File: src/logic/gfb_pkg.sv
// Shared constants for the forced-function and boot-select pin override block.
// Assumes a single 250 MHz system clock and an Avalon-MM register slave.
// Functional notes
// Forced functions apply at reset until released
// PA7 drives regulator enable as open drain
// Clearing regulator bit returns PA7 to GPIO
// PC0, PC3 pulled inputs; PC2 push-pull output
// PC4 test mode input or serial data
// Reset puts all debug pins in JTAG
// Only debug tool selects JTAG or serial-wire
// Debug disable returns four pins to GPIO
// Debug disable ignored while debug is active
// Tool reclaims port in reset, flag set
// Debug active means powerup request is high
// All listed reset sources are full resets
// Full reset loads floating input everywhere
// Floating input configuration value is 0x4
// Full reset sets regulator enable bit
// Full reset clears debug disable bit
// Boot select honoured only on pin/POR
// PA5 pulled-up input through 512-clock delay
// Sample boot select at delay end
// Resample after 3 ms in monitor
// Host holds boot select low 4 ms
// After sampling PA5 floats, level recorded
// Captured level lives in debug status
// Pads follow override source else config

package gfb_pkg;

  // Pin counts and configuration field width.
  localparam int unsigned NUM_PINS = 24;
  localparam int unsigned CFG_W = 4;

  // Pin indices: port A 0..7, port B 8..15, port C 16..23.
  localparam int unsigned PIN_PA5 = 5;
  localparam int unsigned PIN_PA7 = 7;
  localparam int unsigned PIN_PC0 = 16;
  localparam int unsigned PIN_PC2 = 18;
  localparam int unsigned PIN_PC3 = 19;
  localparam int unsigned PIN_PC4 = 20;

  // Configuration mode codes.
  localparam logic [3:0] CFG_ANALOG = 4'h0;
  localparam logic [3:0] CFG_OUT_PP = 4'h1;
  localparam logic [3:0] CFG_IN_FLOAT = 4'h4;
  localparam logic [3:0] CFG_OUT_OD = 4'h5;
  localparam logic [3:0] CFG_IN_PULL = 4'h8;
  localparam logic [3:0] CFG_ALT_PP = 4'h9;
  localparam logic [3:0] CFG_ALT_OD = 4'hd;

  // Register byte offsets.
  localparam logic [5:0] OFS_CFG_A = 6'h00;
  localparam logic [5:0] OFS_CFG_B = 6'h04;
  localparam logic [5:0] OFS_CFG_C = 6'h08;
  localparam logic [5:0] OFS_OUT = 6'h0c;
  localparam logic [5:0] OFS_DBGCFG = 6'h10;
  localparam logic [5:0] OFS_DBGSTAT = 6'h14;

  // Field positions in the debug configuration register.
  localparam int unsigned DBGCFG_DEBUGDIS_BIT = 5;
  localparam int unsigned DBGCFG_EXTREGEN_BIT = 4;

  // Field positions in the debug status register.
  localparam int unsigned DBGSTAT_BOOTSEL_BIT = 3;
  localparam int unsigned DBGSTAT_FORCEDBG_BIT = 1;
  localparam int unsigned DBGSTAT_SWMODE_BIT = 0;

  // Reset values of the debug configuration bits.
  localparam logic EXTREGEN_RST = 1'b1;
  localparam logic DEBUGDIS_RST = 1'b0;

  // Timing: startup delay in oscillator clocks and monitor resample time.
  localparam int unsigned STARTUP_CLOCKS = 512;
  // Cycles a level needs to pass the two-flop synchroniser.
  localparam int unsigned SYNC_STAGES = 2;
  localparam int unsigned CLK_MHZ = 250;
  localparam int unsigned RESAMPLE_MS = 3;
  localparam int unsigned RESAMPLE_CYCLES = RESAMPLE_MS * 1000 * 1000 * CLK_MHZ / 1000;

  // Boot sequencer states.
  typedef enum logic [1:0] {
    GFB_BOOT_HOLD,
    GFB_BOOT_WAIT_RESAMPLE,
    GFB_BOOT_DONE
  } gfb_boot_state_t;

endpackage

File: src/logic/gfb_sync2.sv
// Two flip-flop synchroniser for a bus of asynchronous levels.
// Assumes the destination clock is clk_sys; the first stage feeds only the second.
`timescale 1ns/100ps
`default_nettype none

module gfb_sync2 #(
  parameter int unsigned WIDTH = 1
) (
  // Clock and reset.
  input wire logic clk_sys,
  input wire logic reset_n,
  // Asynchronous input and synchronised output.
  input wire logic [WIDTH-1:0] async_in,
  output logic [WIDTH-1:0] sync_out
);

  // First stage, read only by the second stage.
  logic [WIDTH-1:0] meta_q;

  // Both stages clear on reset and then shift the level in.
  always_ff @(posedge clk_sys) begin
    if (!reset_n) begin
      meta_q <= '0;
      sync_out <= '0;
    end else begin
      meta_q <= async_in;
      sync_out <= meta_q;
    end
  end

endmodule

`default_nettype wire

File: src/logic/gfb_pad_ctl.sv
// Per-pin pad control: turns a 4-bit mode, an output bit and a peripheral bit
// into pad output, output enable and pull controls. Purely combinational.
`timescale 1ns/100ps
`default_nettype none

module gfb_pad_ctl
  import gfb_pkg::*;
(
  // Mode and data sources.
  input wire logic [3:0] mode,
  input wire logic out_bit,
  input wire logic alt_bit,
  // Pad controls.
  output logic pad_out,
  output logic pad_oe,
  output logic pull_up,
  output logic pull_down
);

  // Decode the mode; open drain only enables the driver to pull low.
  always_comb begin
    pad_out = 1'b0;
    pad_oe = 1'b0;
    pull_up = 1'b0;
    pull_down = 1'b0;
    unique case (mode)
      CFG_OUT_PP: begin
        pad_out = out_bit;
        pad_oe = 1'b1;
      end
      CFG_OUT_OD: begin
        pad_oe = !out_bit;
      end
      CFG_ALT_PP: begin
        pad_out = alt_bit;
        pad_oe = 1'b1;
      end
      CFG_ALT_OD: begin
        pad_oe = !alt_bit;
      end
      CFG_IN_PULL: begin
        pull_up = out_bit;
        pull_down = !out_bit;
      end
      default: begin
        // Analog, floating input and unused codes leave the pad idle.
        pad_out = 1'b0;
      end
    endcase
  end

endmodule

`default_nettype wire

File: src/logic/gfb_forced_pins.sv
// Top of the forced-function and boot-select override block.
// Assumes reset_n is the full chip reset (all sources merged outside) and that
// debug and boot pins arrive asynchronously and are synchronised here.
//
// Chosen here: the Avalon-MM interface to the registers and the register addresses.
`timescale 1ns/100ps
`default_nettype none

module gfb_forced_pins
  import gfb_pkg::*;
#(
  parameter int unsigned STARTUP_CYC = STARTUP_CLOCKS,
  parameter int unsigned RESAMPLE_CYC = RESAMPLE_CYCLES
) (
  // Clock and full chip reset.
  input wire logic clk_sys,
  input wire logic reset_n,
  // Boot-select qualifier: high when the reset came from pin or always-on POR.
  input wire logic boot_reset_source,
  // Avalon-MM register slave.
  input wire logic [5:0] avs_address,
  input wire logic avs_read,
  input wire logic avs_write,
  input wire logic [31:0] avs_writedata,
  input wire logic [3:0] avs_byteenable,
  output logic [31:0] avs_readdata,
  output logic avs_waitrequest,
  // Debug port state from the external tool side.
  input wire logic debug_powerup_request,
  input wire logic debug_serial_wire_mode,
  input wire logic tool_attach_in_reset,
  input wire logic test_data_out,
  input wire logic debug_swdio_out,
  input wire logic debug_swdio_oe,
  // Regulator enable and peripheral outputs.
  input wire logic regulator_enable,
  input wire logic [NUM_PINS-1:0] alt_out,
  // Pad side.
  input wire logic [NUM_PINS-1:0] pad_in,
  output logic [NUM_PINS-1:0] pad_out,
  output logic [NUM_PINS-1:0] pad_oe,
  output logic [NUM_PINS-1:0] pad_pull_up,
  output logic [NUM_PINS-1:0] pad_pull_down,
  // Synchronised pad levels and boot result.
  output logic [NUM_PINS-1:0] pin_level,
  output logic boot_monitor,
  output logic boot_done
);

  // Pin configuration fields, four bits per pin, port A in the low word.
  logic [NUM_PINS*CFG_W-1:0] cfg_q;
  // Output data bits; in pulled-input mode they pick up or down.
  logic [NUM_PINS-1:0] out_q;
  // Set while PA7 carries the regulator enable.
  logic ext_regulator_enable_bit_q;
  // Set when software has handed the four debug pins back to GPIO.
  logic debug_disable_bit_q;
  // Set when the tool claimed the port while the chip sat in reset.
  logic forced_debug_flag_q;
  // Last sampled boot-select level; reads high until a sample is taken.
  logic boot_select_captured_q;
  // Boot outcome: monitor selected, and decision made.
  logic boot_monitor_q;
  logic boot_done_q;
  // Bus wait state and registered read data.
  logic wait_q;
  logic [31:0] rdata_q;
  // Boot sequencer state and its shared cycle counter.
  gfb_boot_state_t boot_state_q;
  logic [31:0] count_q;
  // Cleared only by reset; once set, PA5 is no longer held pulled up.
  logic boot_sampled_q;

  // Synchronised pad levels.
  logic [NUM_PINS-1:0] pad_sync;
  // Debug levels after two flops: request, mode, attach in reset.
  logic [2:0] dbg_sync;
  // Decoded debug state: port in use, and serial-wire mode chosen.
  logic dbg_active;
  logic dbg_sw_mode;

  // Normal-mode pad controls from the configuration registers.
  logic [NUM_PINS-1:0] n_out;
  logic [NUM_PINS-1:0] n_oe;
  logic [NUM_PINS-1:0] n_pu;
  logic [NUM_PINS-1:0] n_pd;

  // Byte-wise write data merge helper.
  logic [31:0] wmask;

  // Decoded writes.
  logic wr_go;

  // Pad levels cross into clk_sys through two flops.
  gfb_sync2 #(.WIDTH(NUM_PINS)) u_pad_sync (
    .clk_sys(clk_sys),
    .reset_n(reset_n),
    .async_in(pad_in),
    .sync_out(pad_sync)
  );

  // The tool's levels cross the same way; bit 2 is read only at startup.
  gfb_sync2 #(.WIDTH(3)) u_dbg_sync (
    .clk_sys(clk_sys),
    .reset_n(reset_n),
    .async_in({tool_attach_in_reset, debug_serial_wire_mode, debug_powerup_request}),
    .sync_out(dbg_sync)
  );

  // Debug is active while the tool's powerup request, two flops late, is high.
  assign dbg_active = dbg_sync[0];
  // The mode comes only from the tool; no register can change it.
  assign dbg_sw_mode = dbg_sync[1];
  assign pin_level = pad_sync;

  // Decode each pin's configuration into normal pad controls.
  genvar gi;
  generate
    for (gi = 0; gi < NUM_PINS; gi++) begin : g_pad
      gfb_pad_ctl u_pad (
        .mode(cfg_q[gi*CFG_W +: CFG_W]),
        .out_bit(out_q[gi]),
        .alt_bit(alt_out[gi]),
        .pad_out(n_out[gi]),
        .pad_oe(n_oe[gi]),
        .pull_up(n_pu[gi]),
        .pull_down(n_pd[gi])
      );
    end
  endgenerate

  // Byte enables widened to a bit mask.
  always_comb begin
    for (int i = 0; i < 4; i++) begin
      wmask[i*8 +: 8] = {8{avs_byteenable[i]}};
    end
  end

  // A write lands on the edge where waitrequest is low.
  assign wr_go = avs_write && !wait_q;

  // One wait state per access: waitrequest drops one cycle after the request.
  always_ff @(posedge clk_sys) begin
    if (!reset_n) begin
      wait_q <= 1'b1;
    end else if ((avs_read || avs_write) && wait_q) begin
      // The first cycle of a request is its one wait state; answer next.
      wait_q <= 1'b0;
    end else begin
      wait_q <= 1'b1;
    end
  end
  assign avs_waitrequest = (avs_read || avs_write) ? wait_q : 1'b1;

  // Configuration fields: every pin's field loads floating input after a full chip reset.
  always_ff @(posedge clk_sys) begin
    if (!reset_n) begin
      cfg_q <= {NUM_PINS{CFG_IN_FLOAT}};
    end else if (wr_go) begin
      // Each port word merges only the bytes that are enabled.
      if (avs_address == OFS_CFG_A) begin
        cfg_q[31:0] <= (cfg_q[31:0] & ~wmask) | (avs_writedata & wmask);
      end else if (avs_address == OFS_CFG_B) begin
        cfg_q[63:32] <= (cfg_q[63:32] & ~wmask) | (avs_writedata & wmask);
      end else if (avs_address == OFS_CFG_C) begin
        cfg_q[95:64] <= (cfg_q[95:64] & ~wmask) | (avs_writedata & wmask);
      end
    end
  end

  // Output data register for all 24 pins.
  always_ff @(posedge clk_sys) begin
    if (!reset_n) begin
      out_q <= '0;
    end else if (wr_go && avs_address == OFS_OUT) begin
      out_q <= (out_q & ~wmask[NUM_PINS-1:0])
        | (avs_writedata[NUM_PINS-1:0] & wmask[NUM_PINS-1:0]);
    end
  end

  // Regulator enable bit: set by reset, software may clear or set it.
  always_ff @(posedge clk_sys) begin
    if (!reset_n) begin
      ext_regulator_enable_bit_q <= EXTREGEN_RST;
    end else if (wr_go && avs_address == OFS_DBGCFG && avs_byteenable[0]) begin
      ext_regulator_enable_bit_q <= avs_writedata[DBGCFG_EXTREGEN_BIT];
    end
  end

  // Debug disable bit: cleared by reset, set refused while debug is active.
  always_ff @(posedge clk_sys) begin
    if (!reset_n) begin
      debug_disable_bit_q <= DEBUGDIS_RST;
    end else if (wr_go && avs_address == OFS_DBGCFG && avs_byteenable[0]) begin
      // Clearing is always allowed; setting only while the port is idle.
      if (!avs_writedata[DBGCFG_DEBUGDIS_BIT]) begin
        debug_disable_bit_q <= 1'b0;
      end else if (!dbg_active) begin
        debug_disable_bit_q <= 1'b1;
      end
    end
  end

  // Forced-debug flag: tool attached while the chip sat in reset. The attach
  // level passes the synchroniser first, so it is taken SYNC_STAGES counts in.
  always_ff @(posedge clk_sys) begin
    if (!reset_n) begin
      forced_debug_flag_q <= 1'b0;
    end else if (boot_state_q == GFB_BOOT_HOLD && count_q == SYNC_STAGES) begin
      forced_debug_flag_q <= dbg_sync[2];
    end
  end

  // Boot sequencer: startup delay, first sample, optional resample.
  always_ff @(posedge clk_sys) begin
    if (!reset_n) begin
      boot_state_q <= GFB_BOOT_HOLD;
      count_q <= 32'h0000_0000;
      boot_sampled_q <= 1'b0;
      boot_select_captured_q <= 1'b1;
      boot_monitor_q <= 1'b0;
      boot_done_q <= 1'b0;
    end else begin
      unique case (boot_state_q)
        // Count out the startup delay, then take the first sample.
        GFB_BOOT_HOLD: begin
          if (count_q == STARTUP_CYC - 1) begin
            count_q <= 32'h0000_0000;
            boot_sampled_q <= 1'b1;
            boot_select_captured_q <= pad_sync[PIN_PA5];
            if (boot_reset_source && !pad_sync[PIN_PA5]) begin
              boot_monitor_q <= 1'b1;
              boot_state_q <= GFB_BOOT_WAIT_RESAMPLE;
            end else begin
              boot_done_q <= 1'b1;
              boot_state_q <= GFB_BOOT_DONE;
            end
          end else begin
            count_q <= count_q + 32'h0000_0001;
          end
        end
        // Monitor chosen: look again after the resample delay.
        GFB_BOOT_WAIT_RESAMPLE: begin
          if (count_q == RESAMPLE_CYC - 1) begin
            boot_monitor_q <= !pad_sync[PIN_PA5];
            boot_select_captured_q <= pad_sync[PIN_PA5];
            boot_done_q <= 1'b1;
            boot_state_q <= GFB_BOOT_DONE;
          end else begin
            count_q <= count_q + 32'h0000_0001;
          end
        end
        // Decision made; stay here until the next full reset.
        GFB_BOOT_DONE: begin
          boot_done_q <= 1'b1;
        end
      endcase
    end
  end
  assign boot_monitor = boot_monitor_q;
  assign boot_done = boot_done_q;

  // Read data mux; unmapped addresses read zero.
  always_ff @(posedge clk_sys) begin
    if (!reset_n) begin
      rdata_q <= 32'h0000_0000;
    end else begin
      unique case (avs_address)
        OFS_CFG_A: rdata_q <= cfg_q[31:0];
        OFS_CFG_B: rdata_q <= cfg_q[63:32];
        OFS_CFG_C: rdata_q <= cfg_q[95:64];
        OFS_OUT: rdata_q <= {8'h00, out_q};
        // Debug configuration: only the two defined bits read back.
        OFS_DBGCFG: begin
          rdata_q <= 32'h0000_0000;
          rdata_q[DBGCFG_DEBUGDIS_BIT] <= debug_disable_bit_q;
          rdata_q[DBGCFG_EXTREGEN_BIT] <= ext_regulator_enable_bit_q;
        end
        // Status bits are read-only; the mode bit mirrors the tool.
        OFS_DBGSTAT: begin
          rdata_q <= 32'h0000_0000;
          rdata_q[DBGSTAT_BOOTSEL_BIT] <= boot_select_captured_q;
          rdata_q[DBGSTAT_FORCEDBG_BIT] <= forced_debug_flag_q;
          rdata_q[DBGSTAT_SWMODE_BIT] <= dbg_sw_mode;
        end
        default: rdata_q <= 32'h0000_0000;
      endcase
    end
  end
  assign avs_readdata = rdata_q;

  // Final pad mux: forced sources win over the configuration registers.
  always_comb begin
    pad_out = n_out;
    pad_oe = n_oe;
    pad_pull_up = n_pu;
    pad_pull_down = n_pd;
    // PA7 is open drain: it sinks while the enable is low, floats when high.
    if (ext_regulator_enable_bit_q) begin
      pad_out[PIN_PA7] = 1'b0;
      pad_oe[PIN_PA7] = !regulator_enable;
      pad_pull_up[PIN_PA7] = 1'b0;
      pad_pull_down[PIN_PA7] = 1'b0;
    end
    if (!debug_disable_bit_q) begin
      // PC0 is the test reset input, pulled up.
      pad_out[PIN_PC0] = 1'b0;
      pad_oe[PIN_PC0] = 1'b0;
      pad_pull_up[PIN_PC0] = 1'b1;
      pad_pull_down[PIN_PC0] = 1'b0;
      // PC2 pushes the test data out.
      pad_out[PIN_PC2] = test_data_out;
      pad_oe[PIN_PC2] = 1'b1;
      pad_pull_up[PIN_PC2] = 1'b0;
      pad_pull_down[PIN_PC2] = 1'b0;
      // PC3 is the test data input, pulled up.
      pad_out[PIN_PC3] = 1'b0;
      pad_oe[PIN_PC3] = 1'b0;
      pad_pull_up[PIN_PC3] = 1'b1;
      pad_pull_down[PIN_PC3] = 1'b0;
      // PC4 follows the mode that the tool has chosen.
      pad_pull_down[PIN_PC4] = 1'b0;
      if (dbg_sw_mode) begin
        pad_out[PIN_PC4] = debug_swdio_out;
        pad_oe[PIN_PC4] = debug_swdio_oe;
        pad_pull_up[PIN_PC4] = 1'b0;
      end else begin
        pad_out[PIN_PC4] = 1'b0;
        pad_oe[PIN_PC4] = 1'b0;
        pad_pull_up[PIN_PC4] = 1'b1;
      end
    end
    // PA5 stays a pulled-up input until boot select has been sampled.
    if (!boot_sampled_q) begin
      pad_out[PIN_PA5] = 1'b0;
      pad_oe[PIN_PA5] = 1'b0;
      pad_pull_up[PIN_PA5] = 1'b1;
      pad_pull_down[PIN_PA5] = 1'b0;
    end
  end

endmodule

`default_nettype wire

File: config.mk
export PLATFORM = sky130hd
export DESIGN_NAME = gfb_forced_pins
export DESIGN_NICKNAME = d
export VERILOG_FILES = /design/src/logic/gfb_pkg.sv /design/src/logic/gfb_sync2.sv /design/src/logic/gfb_pad_ctl.sv /design/src/logic/gfb_forced_pins.sv
export SDC_FILE = /design/constraint.sdc
export NUM_CORES = 1
export LEC_CHECK = 0
export ABC_AREA = 0
export BUFFER_PORTS_ARGS = -buffer_cell sky130_fd_sc_hd__buf_2
export CAP_MARGIN = 15
export CORE_ASPECT_RATIO = 1.2
export CORE_MARGIN = 5
export CORE_UTILIZATION = 54
export DETAILED_ROUTE_END_ITERATION = 8
export PLACE_DENSITY = 0.8
export SYNTH_ARGS = -nofsm -noshare
export SYNTH_HDL_FRONTEND = slang
export SYNTH_SLANG_ARGS = --single-unit
export TNS_END_PERCENT = 5
File: constraint.sdc
create_clock -name clk_sys -period 2.83 [get_ports clk_sys]
set_clock_uncertainty 0.1 [all_clocks]
set_input_delay 0.1415 -clock clk_sys [delete_from_list [all_inputs] [get_ports clk_sys]]
set_output_delay 0.1415 -clock clk_sys [all_outputs]
set_load 0.01 [all_outputs]
==> results by group <==
Route
  – DR iter-0 viols: 1,015
  – Via count: about 11,000
  – Vias per std cell: 5.814
  – Routed WL: between 30,000 and 40,000 µm
  – Routed WL per cell: 18.30 µm
  – Routed Antenna Nets: 0
  – Drt drc: 0
  – DR pass1 iterations: 6

Yosys
  – Ys flop type: dfxtp_1
  – Synthesized netlist cell count: 1,307
  – Synth Warn #: 0
  – Seq cells post-synth: between 200 and 250
  – Synth area leader: dfxtp_1
  – Synthesized area: 11,090 µm²
  – Share of the yosys chip area belonging to registers: 0.4476
  – Syn avg cell area: 8.487 µm²
  – Async S/R FF share, synth: 0
  – Netlist cell types: 54
  – Yosys top cell area share: 0.4476
  – Number of synthesized flops with an enable pin: 0
  – Synth Net Count: 1,411
  – Synth area leaders: dfxtp_1 (45%), nand2_1 (7.0%), a21oi_1 (6.0%)
  – Count leader, synth: dfxtp_1
  – Most instantiated cells after synthesis: dfxtp_1 (248), nand2_1 (207), a21oi_1 (134)

Pwr
  – Power Total: 7.092 mW
  – Power Dens Cells: 523.7 nW/µm²
  – Leakage: 5.613 nW
  – Max IR drop VDD: ~0.00046 V

Finish
  – Reg area: 4965 µm²
  – Synthesis-to-layout area growth: 22.10%
  – Area of the multi-input gates: 5269 µm²
  – Final nets: approximately 1,600
  – Fin util: 0.6686
  – Share of cells above drive strength 1: 0.2298
  – FILL cells: 1,675

Worst setup path
  – Crit-path max FO: 21
  – Crit. End Element: register
  – CP Data Arrival Time: 2.75 ns
  – CP max-delay cell: o21ai_4
  – Reg2reg start: count_q[1]
  – Critical-path cell list: ha_1, and3_1, nand4b_4, or4_4, o21ai_4, nor2_1
  – R2R setup slack: 0.36 ns
  – FF-to-FF End: count_q[27]
  – Max stage delay on crit path: 0.52 ns
  – Worst Path Required: around 3.1 ns
  – Critical Path Source: count_q[1]
  – CP Class: reg -> reg
  – Setup crit start kind: register
  – Worst Reg-to-Reg Cells: 6

Timing
  – PnR worst setup slack: 0.3552 ns
  – Worst slew pin tran: 0.6856 ns
  – Fin crit period: 2.475 ns
  – Slew Limit Fails: 0
  – Setup Viol. Count Final: 0
  – FMAX: 404.1 MHz
  – Post-Route Setup TNS: 0 ns
  – Relative slew margins: 0.5387
  – Period utilization: 0.8745
  – Final Hold Vio Count: 0
  – RSZ-0062 raised after global routing: false
  – Hold Worst Slack: ~0.12 ns

Global route
  – Met1 usage: 0.3309
  – First-pass GRT wire length: 52,440 µm
  – Global Route Usage Sum: 0.2686
  – Antenna violations before repair: 2
  – Largest net degree at the start of global routing: 59
  – Met2 usage: 0.4606
  – Met3 Use GR: 0.05449
  – Vias in the first global route: 10,240
  – GRT busiest layer: met2
  – Total gr overflow: 0

Floorplanning
  – Initial Util: 0.5476
  – Die width: 140.8 µm
  – FP Rows: 57
  – Die area: 23,520 µm²
  – IO Pins: 257
  – Core area: between 20,000 and 25,000 µm²
  – Die Y: 167 µm

Clock network
  – Worst-path clk slew: 0.07 ns
  – CTS max path bufs: 3
  – CTS resizes: 0
  – Root Driver: clkbuf_16
  – CTS tree: done
  – H-tree levels: 1
  – Sink Count: 248
  – Clock Latency Late Sink: 0.52 ns
  – Num CTS Buffers: 24

Status
  – Status: finished clean

Placement
  – Hpwl dp: 22,930 µm
  – I/O Buffers: between 200 and 300
  – RD Place Congestion: 0.9324
  – Dpl ws: 0.2435 ns

Run
  – Max_cap viols: 0

Worst hold path
  – Hold endpoint: avs_readdata[5]
  – Hold Crit Depth: 4
  – Hold WC Path Type: in -> reg
  – Hold_sp: avs_address[3]
[report_power, final]
part           total (mW)  internal (mW)  leakage, nW  switching, mW
Clock                3.18           1.82        0.392           1.36
Combinational       0.366          0.170         3.21          0.196
Sequential           3.55           3.53         2.01         0.0188
[stage by stage]
step	instances	area (µm²)
CTS	1823	13540
global placement	1710	12060
finish	1824	13540
global route	1824	13540
detailed placement	1710	12060
floorplan	1307	11090
[kinds of logic (layout without fill, tap and decap cells)]
kind of cell | after synthesis | count (layout) | synth area share
AND/OR/NAND/NOR | 645 | 645 | 0.3021
other | 0 | 1 | 0
multiplexers | 41 | 41 | 0.03914
adder cells (fa/ha/maj) | 2 | 2 | 0.002256
XOR/XNOR | 23 | 23 | 0.01816
AO/OA/AOI/OAI | 198 | 198 | 0.1121
buffers and inverters | 150 | 401 | 0.07862
flip-flops | 248 | 248 | 0.4476
[how the worst max path moves through the flow]
stage                             end  slack (ns)  cells past startpoint
2_1_floorplan  boot_select_captured_q        0.75                      8
3_3_place_gp                 register        0.32                      7
3_5_place_dp                 register        0.24                      7
4_1_cts                   count_q[27]        0.39                      6
5_1_grt                   count_q[27]        0.23                      5
6_report                  count_q[27]        0.36                      6
[cell usage in the layout (no fill, tap or decap), types with 3 or more instances in the layout]
cell	count
nor3_1	18
a22oi_1	5
nor2_1	73
buf_4	21
xor2_1	16
mux2_2	19
nand2b_1	35
inv_1	9
or4b_2	3
mux2i_1	22
xnor2_1	7
nand3_1	115
nand3b_1	7
clkbuf_8	6
nand2_1	207
nor4_2	3
nand4_1	15
dlygate4sd3_1	69
buf_2	256
and2_1	57
nor4_1	25
clkinv_2	8
and4_1	4
o21ai_0	12
nor2b_1	6
a222oi_1	32
and3_1	15
or4_1	5
clkbuf_1	4
nor4b_1	18
nor3b_1	24
clkbuf_16	24
or3_1	4
a21oi_1	134
dfxtp_1	248
[final cells by class]
type | instances | share of cell area
Sequential cell | 248 | 0.3666
Antenna cell | 1 | 0.0001848
Clock inverter | 10 | 0.006559
Clock buffer | 34 | 0.05155
Tap cell | 265 | 0.02448
Timing Repair Buffer | 347 | 0.1587
Inverter | 10 | 0.002864
Multi-Input combinational cell | 909 | 0.3890
[worst max-delay path: cells and delay by family (launching register included)]
| kind | cells | cell delay [ns] |
|---|---|---|
| and+or+nand+nor | 4 | 1.09 |
| AOI/OAI and AO/OA | 1 | 0.52 |
| DFF | 1 | 0.40 |
| adders and majority gates | 1 | 0.22 |
[timing repair]
item,in CTS,in global routing
setup buffers,0,0
endpoints found under the hold margin,156,0
hold buffers,69,0
setup endpoints to repair,0,0
[metal layers]
metal,up-vias,routed length [µm]
li1,5001,-
met1,4925,12730
met2,571,15860
met3,106,3456
met4,2,1320
met5,-,13
No activity file was read; power rests on OpenSTA's default activity.
